File: src/fpim_defines.svh
/*
 * Constants of the process image block: widths, region and word
 * offsets, control and status bit positions, reset values.
 * Assumes inclusion by bare name from the package and the modules.
 */
`ifndef FPIM_DEFINES_SVH
`define FPIM_DEFINES_SVH

// Data widths
`define FPIM_WORD_W 16
`define FPIM_BYTE_W 8
`define FPIM_BUS_W 32
`define FPIM_CNT_W 32
`define FPIM_LANE_W 2

// Address regions, bits 7:6 of the byte address
`define FPIM_RGN_IN 2'h0
`define FPIM_RGN_OUT 2'h1
`define FPIM_RGN_CTL 2'h2

// Word offsets inside the single-channel input module area
`define FPIM_SIG_OFS 4'h0
`define FPIM_REF_OFS 4'h1

// Word offsets inside the counter area, and its size
`define FPIM_CNT_CS 4'h0
`define FPIM_CNT_LO 4'h1
`define FPIM_CNT_HI 4'h2
`define FPIM_CNT_WORDS 4'h3

// Interrupt words in the control region
`define FPIM_IRQ_STS 4'h0
`define FPIM_IRQ_MSK 4'h1

// Control byte bits
`define FPIM_CTL_LOAD 0
`define FPIM_CTL_DOWN 1

// Counter status byte bits
`define FPIM_STS_OVF 0
`define FPIM_STS_UNF 1
`define FPIM_STS_ACK 2

// Interrupt event bits
`define FPIM_EVT_OVF 0
`define FPIM_EVT_UNF 1
`define FPIM_EVT_DIN 2
`define FPIM_EVT_W 3

// Reset values
`define FPIM_AO_RST 16'h0000
`define FPIM_AO_CS 8'h00
`define FPIM_BYTE_RST 8'h00
`define FPIM_SET_RST 32'h0000_0000
`define FPIM_EVT_RST 3'h0

`endif

File: src/fpim_pkg.sv
/*
 * Types shared by the process image block: bus request, address
 * layout, analog channel record and bus handshake states.
 * Assumes fpim_defines.svh is on the include path.
 */
`default_nettype none
`include "fpim_defines.svh"

package fpim_pkg;

    // Byte address split into region, image word and byte lane
    typedef struct packed {
        logic [1:0] region;
        logic [3:0] word;
        logic [`FPIM_LANE_W-1:0] lane;
    } fpim_addr_type;

    // Avalon-MM request from the master
    typedef struct packed {
        fpim_addr_type address;
        logic read;
        logic write;
        logic [`FPIM_BUS_W-1:0] writedata;
        logic [3:0] byteenable;
    } fpim_avm_req_type;

    // One analog channel: 16-bit value and 8-bit control/status
    typedef struct packed {
        logic [`FPIM_WORD_W-1:0] value;
        logic [`FPIM_BYTE_W-1:0] ctlStat;
    } fpim_ana_type;

    // Bus handshake states
    typedef enum logic {
        BUS_IDLE = 1'b0,
        BUS_ACK = 1'b1
    } fpim_bus_type;

endpackage : fpim_pkg

`default_nettype wire

File: src/fpim_counter.sv
/*
 * Counter behind the specialty module words: counts pulse edges up or
 * down, loads a setting on a control edge, reports range status.
 * Assumes countLevel is already synchronised to clk.
 */
`timescale 1ns/10ps
`default_nettype none
`include "fpim_defines.svh"

module fpim_counter
    import fpim_pkg::*;
#(
    parameter int CNT_W = `FPIM_CNT_W
) (
    // Clock and reset
    input wire logic clk,
    input wire logic sys_rst,
    // Count source and control
    input wire logic countLevel,
    input wire logic [`FPIM_BYTE_W-1:0] ctrlByte,
    input wire logic [CNT_W-1:0] setting,
    // Results
    output logic [CNT_W-1:0] count_q,
    output logic [`FPIM_BYTE_W-1:0] statusByte,
    output logic overflowEvt,
    output logic underflowEvt
);

    logic cntPrev_q, loadPrev_q, ovf_q, unf_q, ack_q;
    logic [CNT_W-1:0] count_d;
    wire cntEdge = countLevel & ~cntPrev_q;
    wire loadEdge = ctrlByte[`FPIM_CTL_LOAD] & ~loadPrev_q;
    wire countDown = ctrlByte[`FPIM_CTL_DOWN];

    // Wrap detection; a load in the same cycle wins over the count
    assign overflowEvt = cntEdge & ~loadEdge & ~countDown & (&count_q);
    assign underflowEvt = cntEdge & ~loadEdge & countDown & ~(|count_q);

    // Next count: load the setting, else step by one
    always_comb begin
        count_d = count_q;
        if (loadEdge) begin
            count_d = setting;
        end else if (cntEdge) begin
            count_d = countDown ? CNT_W'(count_q - 1'b1) : CNT_W'(count_q + 1'b1);
        end
    end

    // Range flags stay until the next load; a load clears them even with a count edge in the same cycle
    always_ff @(posedge clk or posedge sys_rst) begin
        if (sys_rst) begin
            count_q <= '0;
            cntPrev_q <= 1'b0;
            loadPrev_q <= 1'b0;
            ovf_q <= 1'b0;
            unf_q <= 1'b0;
            ack_q <= 1'b0;
        end else begin
            count_q <= count_d;
            cntPrev_q <= countLevel;
            loadPrev_q <= ctrlByte[`FPIM_CTL_LOAD];
            ovf_q <= overflowEvt | (ovf_q & ~loadEdge);
            unf_q <= underflowEvt | (unf_q & ~loadEdge);
            ack_q <= ctrlByte[`FPIM_CTL_LOAD] & (ack_q | loadEdge);
        end
    end

    // Status byte toward the control system
    always_comb begin
        statusByte = '0;
        statusByte[`FPIM_STS_OVF] = ovf_q;
        statusByte[`FPIM_STS_UNF] = unf_q;
        statusByte[`FPIM_STS_ACK] = ack_q;
    end
endmodule : fpim_counter

`default_nettype wire

File: src/fpim_process_image.sv
/*
 * Process image of a fieldbus node seen over Avalon-MM: analog and
 * digital input words, analog and digital output words, one 32-bit
 * counter module, and an interrupt status/mask pair.
 * Assumes analog values come from logic on clk; pins are synchronised.
 */
// The placing of the registers and the Avalon-MM interface to the registers were left to the implementer.
`timescale 1ns/10ps
`default_nettype none
`include "fpim_defines.svh"

module fpim_process_image
    import fpim_pkg::*;
#(
    parameter int AI_CH = 4,
    parameter int AO_CH = 4
) (
    // Clock and reset
    input wire logic clk,
    input wire logic sys_rst,
    // Avalon-MM slave
    input wire fpim_avm_req_type avmReq,
    output logic [`FPIM_BUS_W-1:0] readdata,
    output logic waitrequest,
    // Analog input modules
    input wire fpim_ana_type [AI_CH-1:0] aiMulti,
    input wire fpim_ana_type aiSignal,
    input wire fpim_ana_type aiReference,
    // Analog output module
    output fpim_ana_type [AO_CH-1:0] aoChan,
    // Digital input/output module
    input wire logic [`FPIM_BYTE_W-1:0] digitalInputChannel,
    output logic [`FPIM_BYTE_W-1:0] digitalOutputChannel,
    // Counter module pulse pin
    input wire logic countPulse,
    // Interrupt
    output logic irq
);

    localparam int WW = `FPIM_WORD_W;
    localparam int BW = `FPIM_BYTE_W;

    // Image layout: analog words first, then counter, then digital
    localparam logic [3:0] IN_AI = 4'h0;
    localparam logic [3:0] IN_ONE = 4'(AI_CH);
    localparam logic [3:0] IN_CNT = 4'(IN_ONE + `FPIM_REF_OFS + 1);
    localparam logic [3:0] IN_DI = 4'(IN_CNT + `FPIM_CNT_WORDS);
    localparam logic [3:0] OUT_AO = 4'h0;
    localparam logic [3:0] OUT_CNT = 4'(AO_CH);
    localparam logic [3:0] OUT_DO = 4'(OUT_CNT + `FPIM_CNT_WORDS);

    // Address match against one region and one image word
    function automatic logic fpimHit(input fpim_addr_type a, input logic [1:0] rg,
                                     input logic [3:0] w);
        return (a.region == rg) && (a.word == w);
    endfunction : fpimHit

    // Byte-lane merge of a 16-bit image word, lane 0 is the low byte
    function automatic logic [WW-1:0] fpimMerge(input logic [WW-1:0] old,
                                                input logic [WW-1:0] wd,
                                                input logic [1:0] be);
        return {be[1] ? wd[WW-1:BW] : old[WW-1:BW], be[0] ? wd[BW-1:0] : old[BW-1:0]};
    endfunction : fpimMerge

    fpim_addr_type adr;
    fpim_bus_type busState_q, busState_d;
    logic [`FPIM_BUS_W-1:0] rdMux, readData_q;
    logic [WW-1:0] aoVal_q [AO_CH];
    logic [BW-1:0] ctrl_q, doOut_q, cntStatus;
    logic [`FPIM_CNT_W-1:0] setting_q, cntValue;
    logic [BW-1:0] diMeta_q, diSync_q, diPrev_q;
    logic cntMeta_q, cntSync_q, ovfEvt, unfEvt;
    logic [`FPIM_EVT_W-1:0] evt, evtSts_q, evtMsk_q, stsClr;
    logic wrTake, rdTake, lowLane;
    logic [BW-1:0] dataByteZero, dataByteOne, dataByteTwo, dataByteThree;

    assign adr = avmReq.address;

    // Two flip-flops on every pin before any logic looks at it
    always_ff @(posedge clk or posedge sys_rst) begin
        if (sys_rst) begin
            diMeta_q <= `FPIM_BYTE_RST;
            diSync_q <= `FPIM_BYTE_RST;
            diPrev_q <= `FPIM_BYTE_RST;
            cntMeta_q <= 1'b0;
            cntSync_q <= 1'b0;
        end else begin
            diMeta_q <= digitalInputChannel;
            diSync_q <= diMeta_q;
            diPrev_q <= diSync_q;
            cntMeta_q <= countPulse;
            cntSync_q <= cntMeta_q;
        end
    end

    // Handshake: one wait cycle, read data registered, write on release
    assign waitrequest = (avmReq.read | avmReq.write) & (busState_q == BUS_IDLE);
    assign rdTake = avmReq.read & (busState_q == BUS_IDLE);
    assign wrTake = avmReq.write & (busState_q == BUS_ACK);
    assign lowLane = avmReq.byteenable[0];

    always_comb begin
        case (busState_q)
            BUS_IDLE: busState_d = (avmReq.read | avmReq.write) ? BUS_ACK : BUS_IDLE;
            BUS_ACK: busState_d = BUS_IDLE;
            default: busState_d = BUS_IDLE;
        endcase
    end

    always_ff @(posedge clk or posedge sys_rst) begin
        if (sys_rst) begin
            busState_q <= BUS_IDLE;
            readData_q <= '0;
        end else begin
            busState_q <= busState_d;
            if (rdTake) begin
                readData_q <= rdMux;
            end
        end
    end
    assign readdata = readData_q;

    // Counter value split into its four data bytes, low byte first
    assign dataByteZero = cntValue[BW-1:0];
    assign dataByteOne = cntValue[WW-1:BW];
    assign dataByteTwo = cntValue[WW+BW-1:WW];
    assign dataByteThree = cntValue[`FPIM_CNT_W-1:WW+BW];

    // Read decode; analog control/status fields are never selected
    always_comb begin
        rdMux = '0;
        for (int i = 0; i < AI_CH; i++) begin
            if (fpimHit(adr, `FPIM_RGN_IN, 4'(IN_AI + i))) begin
                rdMux[WW-1:0] = aiMulti[i].value;
            end
        end
        for (int i = 0; i < AO_CH; i++) begin
            if (fpimHit(adr, `FPIM_RGN_OUT, 4'(OUT_AO + i))) begin
                rdMux[WW-1:0] = aoVal_q[i];
            end
        end
        if (fpimHit(adr, `FPIM_RGN_IN, 4'(IN_ONE + `FPIM_SIG_OFS))) begin
            rdMux[WW-1:0] = aiSignal.value;
        end else if (fpimHit(adr, `FPIM_RGN_IN, 4'(IN_ONE + `FPIM_REF_OFS))) begin
            rdMux[WW-1:0] = aiReference.value;
        end else if (fpimHit(adr, `FPIM_RGN_IN, 4'(IN_CNT + `FPIM_CNT_CS))) begin
            rdMux[BW-1:0] = cntStatus;
        end else if (fpimHit(adr, `FPIM_RGN_IN, 4'(IN_CNT + `FPIM_CNT_LO))) begin
            rdMux[WW-1:0] = {dataByteOne, dataByteZero};
        end else if (fpimHit(adr, `FPIM_RGN_IN, 4'(IN_CNT + `FPIM_CNT_HI))) begin
            rdMux[WW-1:0] = {dataByteThree, dataByteTwo};
        end else if (fpimHit(adr, `FPIM_RGN_IN, IN_DI)) begin
            rdMux[BW-1:0] = diSync_q;
        end else if (fpimHit(adr, `FPIM_RGN_OUT, 4'(OUT_CNT + `FPIM_CNT_CS))) begin
            rdMux[BW-1:0] = ctrl_q;
        end else if (fpimHit(adr, `FPIM_RGN_OUT, 4'(OUT_CNT + `FPIM_CNT_LO))) begin
            rdMux[WW-1:0] = setting_q[WW-1:0];
        end else if (fpimHit(adr, `FPIM_RGN_OUT, 4'(OUT_CNT + `FPIM_CNT_HI))) begin
            rdMux[WW-1:0] = setting_q[`FPIM_CNT_W-1:WW];
        end else if (fpimHit(adr, `FPIM_RGN_OUT, OUT_DO)) begin
            rdMux[BW-1:0] = doOut_q;
        end else if (fpimHit(adr, `FPIM_RGN_CTL, `FPIM_IRQ_STS)) begin
            rdMux[`FPIM_EVT_W-1:0] = evtSts_q;
        end else if (fpimHit(adr, `FPIM_RGN_CTL, `FPIM_IRQ_MSK)) begin
            rdMux[`FPIM_EVT_W-1:0] = evtMsk_q;
        end
    end

    // Analog output words, one register per channel, byte lanes honoured
    for (genvar g = 0; g < AO_CH; g++) begin : g_ao
        wire aoWr = wrTake && fpimHit(adr, `FPIM_RGN_OUT, 4'(OUT_AO + g));
        always_ff @(posedge clk or posedge sys_rst) begin
            if (sys_rst) begin
                aoVal_q[g] <= `FPIM_AO_RST;
            end else if (aoWr) begin
                aoVal_q[g] <= fpimMerge(aoVal_q[g], avmReq.writedata[WW-1:0],
                                        avmReq.byteenable[1:0]);
            end
        end
        // Module record: value from the image, control/status held fixed
        assign aoChan[g] = {aoVal_q[g], `FPIM_AO_CS};
    end

    // Write strobes for the counter, digital and interrupt words
    wire ctrlWr = wrTake && lowLane && fpimHit(adr, `FPIM_RGN_OUT, 4'(OUT_CNT + `FPIM_CNT_CS));
    wire setLoWr = wrTake && fpimHit(adr, `FPIM_RGN_OUT, 4'(OUT_CNT + `FPIM_CNT_LO));
    wire setHiWr = wrTake && fpimHit(adr, `FPIM_RGN_OUT, 4'(OUT_CNT + `FPIM_CNT_HI));
    wire doWr = wrTake && lowLane && fpimHit(adr, `FPIM_RGN_OUT, OUT_DO);
    wire mskWr = wrTake && lowLane && fpimHit(adr, `FPIM_RGN_CTL, `FPIM_IRQ_MSK);
    wire stsWr = wrTake && lowLane && fpimHit(adr, `FPIM_RGN_CTL, `FPIM_IRQ_STS);

    // Control byte lives in the low lane; the high lane is dropped
    always_ff @(posedge clk or posedge sys_rst) begin
        if (sys_rst) begin
            ctrl_q <= `FPIM_BYTE_RST;
            doOut_q <= `FPIM_BYTE_RST;
            setting_q <= `FPIM_SET_RST;
        end else begin
            if (ctrlWr) begin
                ctrl_q <= avmReq.writedata[BW-1:0];
            end
            if (doWr) begin
                doOut_q <= avmReq.writedata[BW-1:0];
            end
            if (setLoWr) begin
                setting_q[WW-1:0] <= fpimMerge(setting_q[WW-1:0],
                                               avmReq.writedata[WW-1:0],
                                               avmReq.byteenable[1:0]);
            end
            if (setHiWr) begin
                setting_q[`FPIM_CNT_W-1:WW] <= fpimMerge(setting_q[`FPIM_CNT_W-1:WW],
                                                         avmReq.writedata[WW-1:0],
                                                         avmReq.byteenable[1:0]);
            end
        end
    end
    assign digitalOutputChannel = doOut_q;

    // Counter module; its status byte feeds the input image
    fpim_counter #(
        .CNT_W(`FPIM_CNT_W)
    ) fpim_counter_i (
        .clk(clk),
        .sys_rst(sys_rst),
        .countLevel(cntSync_q),
        .ctrlByte(ctrl_q),
        .setting(setting_q),
        .count_q(cntValue),
        .statusByte(cntStatus),
        .overflowEvt(ovfEvt),
        .underflowEvt(unfEvt)
    );

    // Events: counter wraps and any change on the digital inputs
    always_comb begin
        evt = '0;
        evt[`FPIM_EVT_OVF] = ovfEvt;
        evt[`FPIM_EVT_UNF] = unfEvt;
        evt[`FPIM_EVT_DIN] = |(diSync_q ^ diPrev_q);
    end
    assign stsClr = stsWr ? avmReq.writedata[`FPIM_EVT_W-1:0] : '0;

    // Sticky status, write one to clear; a new event beats its clear
    always_ff @(posedge clk or posedge sys_rst) begin
        if (sys_rst) begin
            evtSts_q <= `FPIM_EVT_RST;
            evtMsk_q <= `FPIM_EVT_RST;
        end else begin
            evtSts_q <= evt | (evtSts_q & ~stsClr);
            if (mskWr) begin
                evtMsk_q <= avmReq.writedata[`FPIM_EVT_W-1:0];
            end
        end
    end
    assign irq = |(evtSts_q & evtMsk_q);
endmodule : fpim_process_image

`default_nettype wire

File: config.mk
export PLATFORM = sky130hd
export DESIGN_NAME = fpim_process_image
export DESIGN_NICKNAME = d
export VERILOG_FILES = /design/src/fpim_pkg.sv /design/src/fpim_counter.sv /design/src/fpim_process_image.sv
export VERILOG_INCLUDE_DIRS = /design/src
export SDC_FILE = /design/constraint.sdc
export NUM_CORES = 1
export LEC_CHECK = 0
export ABC_CLOCK_PERIOD_IN_PS = 9800
export BUFFER_PORTS_ARGS = -buffer_cell sky130_fd_sc_hd__buf_4
export CAP_MARGIN = 20
export CORE_ASPECT_RATIO = 1.25
export CORE_UTILIZATION = 31
export DETAILED_ROUTE_END_ITERATION = 7
export PLACE_DENSITY = 0.59
export SLEW_MARGIN = 30
export SYNTH_ARGS = -nofsm -noshare
export SYNTH_HDL_FRONTEND = slang
export SYNTH_HIERARCHICAL = 1
export SYNTH_SLANG_ARGS = --single-unit
File: constraint.sdc
create_clock -name clk -period 9.8 [get_ports clk]
set_clock_uncertainty 0.15 [all_clocks]
set_input_delay 1.96 -clock clk [delete_from_list [all_inputs] [get_ports clk]]
set_output_delay 1.96 -clock clk [all_outputs]
set_load 0.02 [all_outputs]
==> impl_metrics.csv <==
group,metric,value,unit
run_status,status,"completed",
detailed_routing,wire_per_inst,23.1,µm
sta,fin_setup_tns,0,ps
sta,period_needed,4760,ps
sta,period_share,48.5,%
hold_path,min_from,"diMeta_q[1]",
hold_path,holdPathStages,0,
synthesis,synth_top_family_by_area,"compound AO/OA/AOI/OAI gates",
synthesis,synthXorXnorAreaFrac,2.34,%
sta,setup-violations-final,0,
cells_and_area,diodes,0,
synthesis,yosysSeqAreaShare,38.9,%
clock_tree,root_buffer,"clkbuf_16",
synthesis,synth_compound_area_share,18.7,%
worst_setup_path,reg2reg_depth,10,
grt,grt_pass1_vias,11265,
floorplanning,row_count,82,
floorplanning,io-pin-count,339,
floorplanning,dieArea,0.0419,mm²
synthesis,synth-adder-area-share,3.11,%
placed_design,dp.cells,1959,
detailed_routing,drt_iter0_drc,1032,
detailed_routing,drt-met1-wl,19.0,mm
worst_setup_path,crit_chain,"buf_4 > buf_4 > inv_1 > a21oi_1 > o211ai_1 > a221oi_1 > o22ai_1",
grt,grt_max_degree,90,
sta,max_slew_margin,39.5,%
synthesis,yosysMostFrequentCell,"dfrtp_1",
floorplanning,die_height,228,µm
worst_setup_path,worst_ep_required_time,9960,ps
detailed_routing,drt_first_pass_iters,5,
worst_setup_path,crit_fanout,59,
synthesis,synth_top_cell_by_area,"dfrtp_1",
placed_design,dp_hpwl,34.2,mm
synthesis,syn-cell-area,0.0127,mm²
cells_and_area,synthToLayoutAreaGrowth,19.2,%
placed_design,io_buffers,222,
cells_and_area,final_nets,1664,
worst_setup_path,r2r-end,"fpim_counter_i/count_q[26]",
detailed_routing,wl_met2,22.3,mm
synthesis,ys_async_sr_fraction,100,%
synthesis,muxShareOfSynthArea,15.1,%
worst_setup_path,crit_path_end_kind,"register",
synthesis,syn_inst,1253,
synthesis,ys_types,94,
synthesis,synth_common_cells,"dfrtp_1, mux2_2, nand2_1, a21oi_1, buf_4",
hold_path,holdPathEnd,"diSync_q[1]",
detailed_routing,ant_nets,0,
worst_setup_path,crit_family,"buffers and inverters",
detailed_routing,drc_errors,0,
synthesis,synth-edff-count,0,
synthesis,synth_flop_cell,"dfrtp_1",
synthesis,netlist_top_cells_area,"dfrtp_1, mux2_2, buf_4",
pwr,total_power,2.42,mW
worst_setup_path,cp_common_cell,"buf_4",
synthesis,syn_avg_cell_area,10.2,µm²
pwr,ir_worst_vdd,146,µV
synthesis,yosysTopAreaCellShare,38.9,%
clock_tree,clk_pin_slew,70,ps
clock_tree,tritoncts,"done",
sta,whs,200,ps
sta,rsz0062_at_grt,"false",
clock_tree,ctsHtreeMaxLevel,4,
synthesis,yosys.area_share.simple,15.1,%
clock_tree,clk_path_buf_depth,2,
hold_path,holdCritPathClass,"reg -> reg",
detailed_routing,top_layer_used,"met4",
clock_tree,clock_sinks,198,
worst_setup_path,arrival,4920,ps
sta,finalHoldViolCount,0,
clock_tree,hold_buffers,0,
cells_and_area,finalNonFillerCells,1989,
placed_design,gp_congestion,0.911,
floorplanning,core_area,0.0403,mm²
detailed_routing,wl,45.9,mm
clock_tree,post_cts_resized,0,
detailed_routing,met3WireLength,2.79,mm
clock_tree,clock_latency,460,ps
sta,max_slew.worst_pin.slew,904,ps
synthesis,synth.ff_latch_count,198,
worst_setup_path,ff2ff_setup_slack,6470,ps
pwr,leakagePower,7.11,nW
clock_tree,post_cts_buffers,0,
clock_tree,numCtsBuffers,17,
floorplanning,start_util,31.6,%
worst_setup_path,path_buf_inv,3,
detailed_routing,via_count,11353,
cells_and_area,layout-drive-gt1-share,32.1,%
worst_setup_path,r2r_start,"ctrl_q[1]",
grt,grt_pass1_wl,69.9,mm
worst_setup_path,slowest_delay,720,ps
cells_and_area,fillers,4051,
job,maxCapViolations,0,
grt,globalRouteTotalUtil,22.1,%
worst_setup_path,critPathKind,"in -> reg",
grt,antenna_found_initial,0,
synthesis,ys.warnings.count,6,
sta,final-max-slew-violation-count,0,
worst_setup_path,start_kind,"input port",
pwr,powerDensity,160,mW/mm²
worst_setup_path,crit_path_top_delay_cell,"buf_4",
floorplanning,fp.dieW,183,µm
sta,max_freq,0.210,GHz
grt,overflow,0,
detailed_routing,via_per_inst,5.71,
-- stage by stage --
| stage | setup slack [ps] | utilization, % | cell area (µm²) |
|---|---|---|---|
| after floorplan | 3340 | - | 12900 |
| after global placement | 4670 | 36.2 | 14600 |
| after detailed placement | 4650 | 36.3 | 14600 |
| after CTS | 5120 | 37.6 | 15200 |
| after global routing | 4940 | 37.6 | 15200 |
| final | 5040 | 37.6 | 15200 |
-- cells by family after synthesis --
| logic type | Yosys count |
|---|---|
| xor gates and xnor gates | 34 |
| muxes | 161 |
| buffers and inverters | 143 |
| DFF | 198 |
| adders and majority gates | 31 |
| and+or+nand+nor | 344 |
| other | 2 |
| AOI/OAI and AO/OA | 340 |
-- cell usage in the layout (no fill, tap or decap), types with 8 or more instances in the layout --
| cell type | count |
|---|---|
| nand2b_1 | 14 |
| a31oi_1 | 16 |
| nand4_1 | 21 |
| a21oi_1 | 82 |
| o21ai_0 | 48 |
| nand3_1 | 25 |
| conb_1 | 53 |
| mux4_2 | 12 |
| a22oi_1 | 13 |
| nor2_1 | 58 |
| nor3_1 | 24 |
| o22ai_1 | 33 |
| and3_1 | 19 |
| clkbuf_16 | 17 |
| ha_1 | 30 |
| nand2_1 | 86 |
| mux2i_1 | 19 |
| mux2_2 | 130 |
| a21o_1 | 26 |
| nor2b_1 | 11 |
| dfrtp_1 | 198 |
| a211oi_1 | 8 |
| inv_1 | 10 |
| or3_1 | 8 |
| xor2_1 | 17 |
| nor4_1 | 18 |
| xnor2_1 | 17 |
| buf_4 | 239 |
-- sequential cells by signal, summed over array words and instances, names as in the netlist, 3 cells and up --
register	flops
aoChan	64
diSync_q	8
digitalOutputChannel	8
diPrev_q	8
setting_q	32
readdata	16
diMeta_q	8
evtMsk_q	3
fpim_counter_i/count_q	32
ctrl_q	8
evtSts_q	3
-- report_power, final --
| part | internal, mW | leakage, nW | switching [mW] |
|---|---|---|---|
| logic | 0.277 | 4.23 | 0.392 |
| clock network | 0.355 | 0.259 | 0.330 |
| registers | 0.909 | 2.62 | 0.157 |
-- per-layer routing --
layer / GRT usage (%) / up-vias
met3: 3.66 / 103
met1: 28.1 / 5708
li1: - / 4985
met5: 0 / -
met4: 9.84 / 0
met2: 36.7 / 557
-- area by class of cell --
type / instances / area [µm²] / area share [%]
Multi-Input combinational cell: 963 / 7130 / 47.0
Sequential cell: 198 / 4950 / 32.7
Timing Repair Buffer: 240 / 1810 / 11.9
Tap cell: 546 / 683 / 4.50
Clock buffer: 19 / 443 / 2.92
Clock inverter: 11 / 104 / 0.685
Inverter: 12 / 50.0 / 0.330
-- worst max-delay path by stage --
stage	startpoint	to	slack [ps]	cells after the start
finish	avmReq[40]	readdata[3]	5040	7
global route	avmReq[40]	readdata[3]	4940	7
CTS	avmReq[40]	readdata[3]	5120	7
detailed placement	avmReq[40]	readdata[3]	4650	7
global placement	avmReq[40]	readdata[3]	4670	7
floorplan	sys_rst	aoChan[10]	3340	1
(Power assumes the default switching activity.)
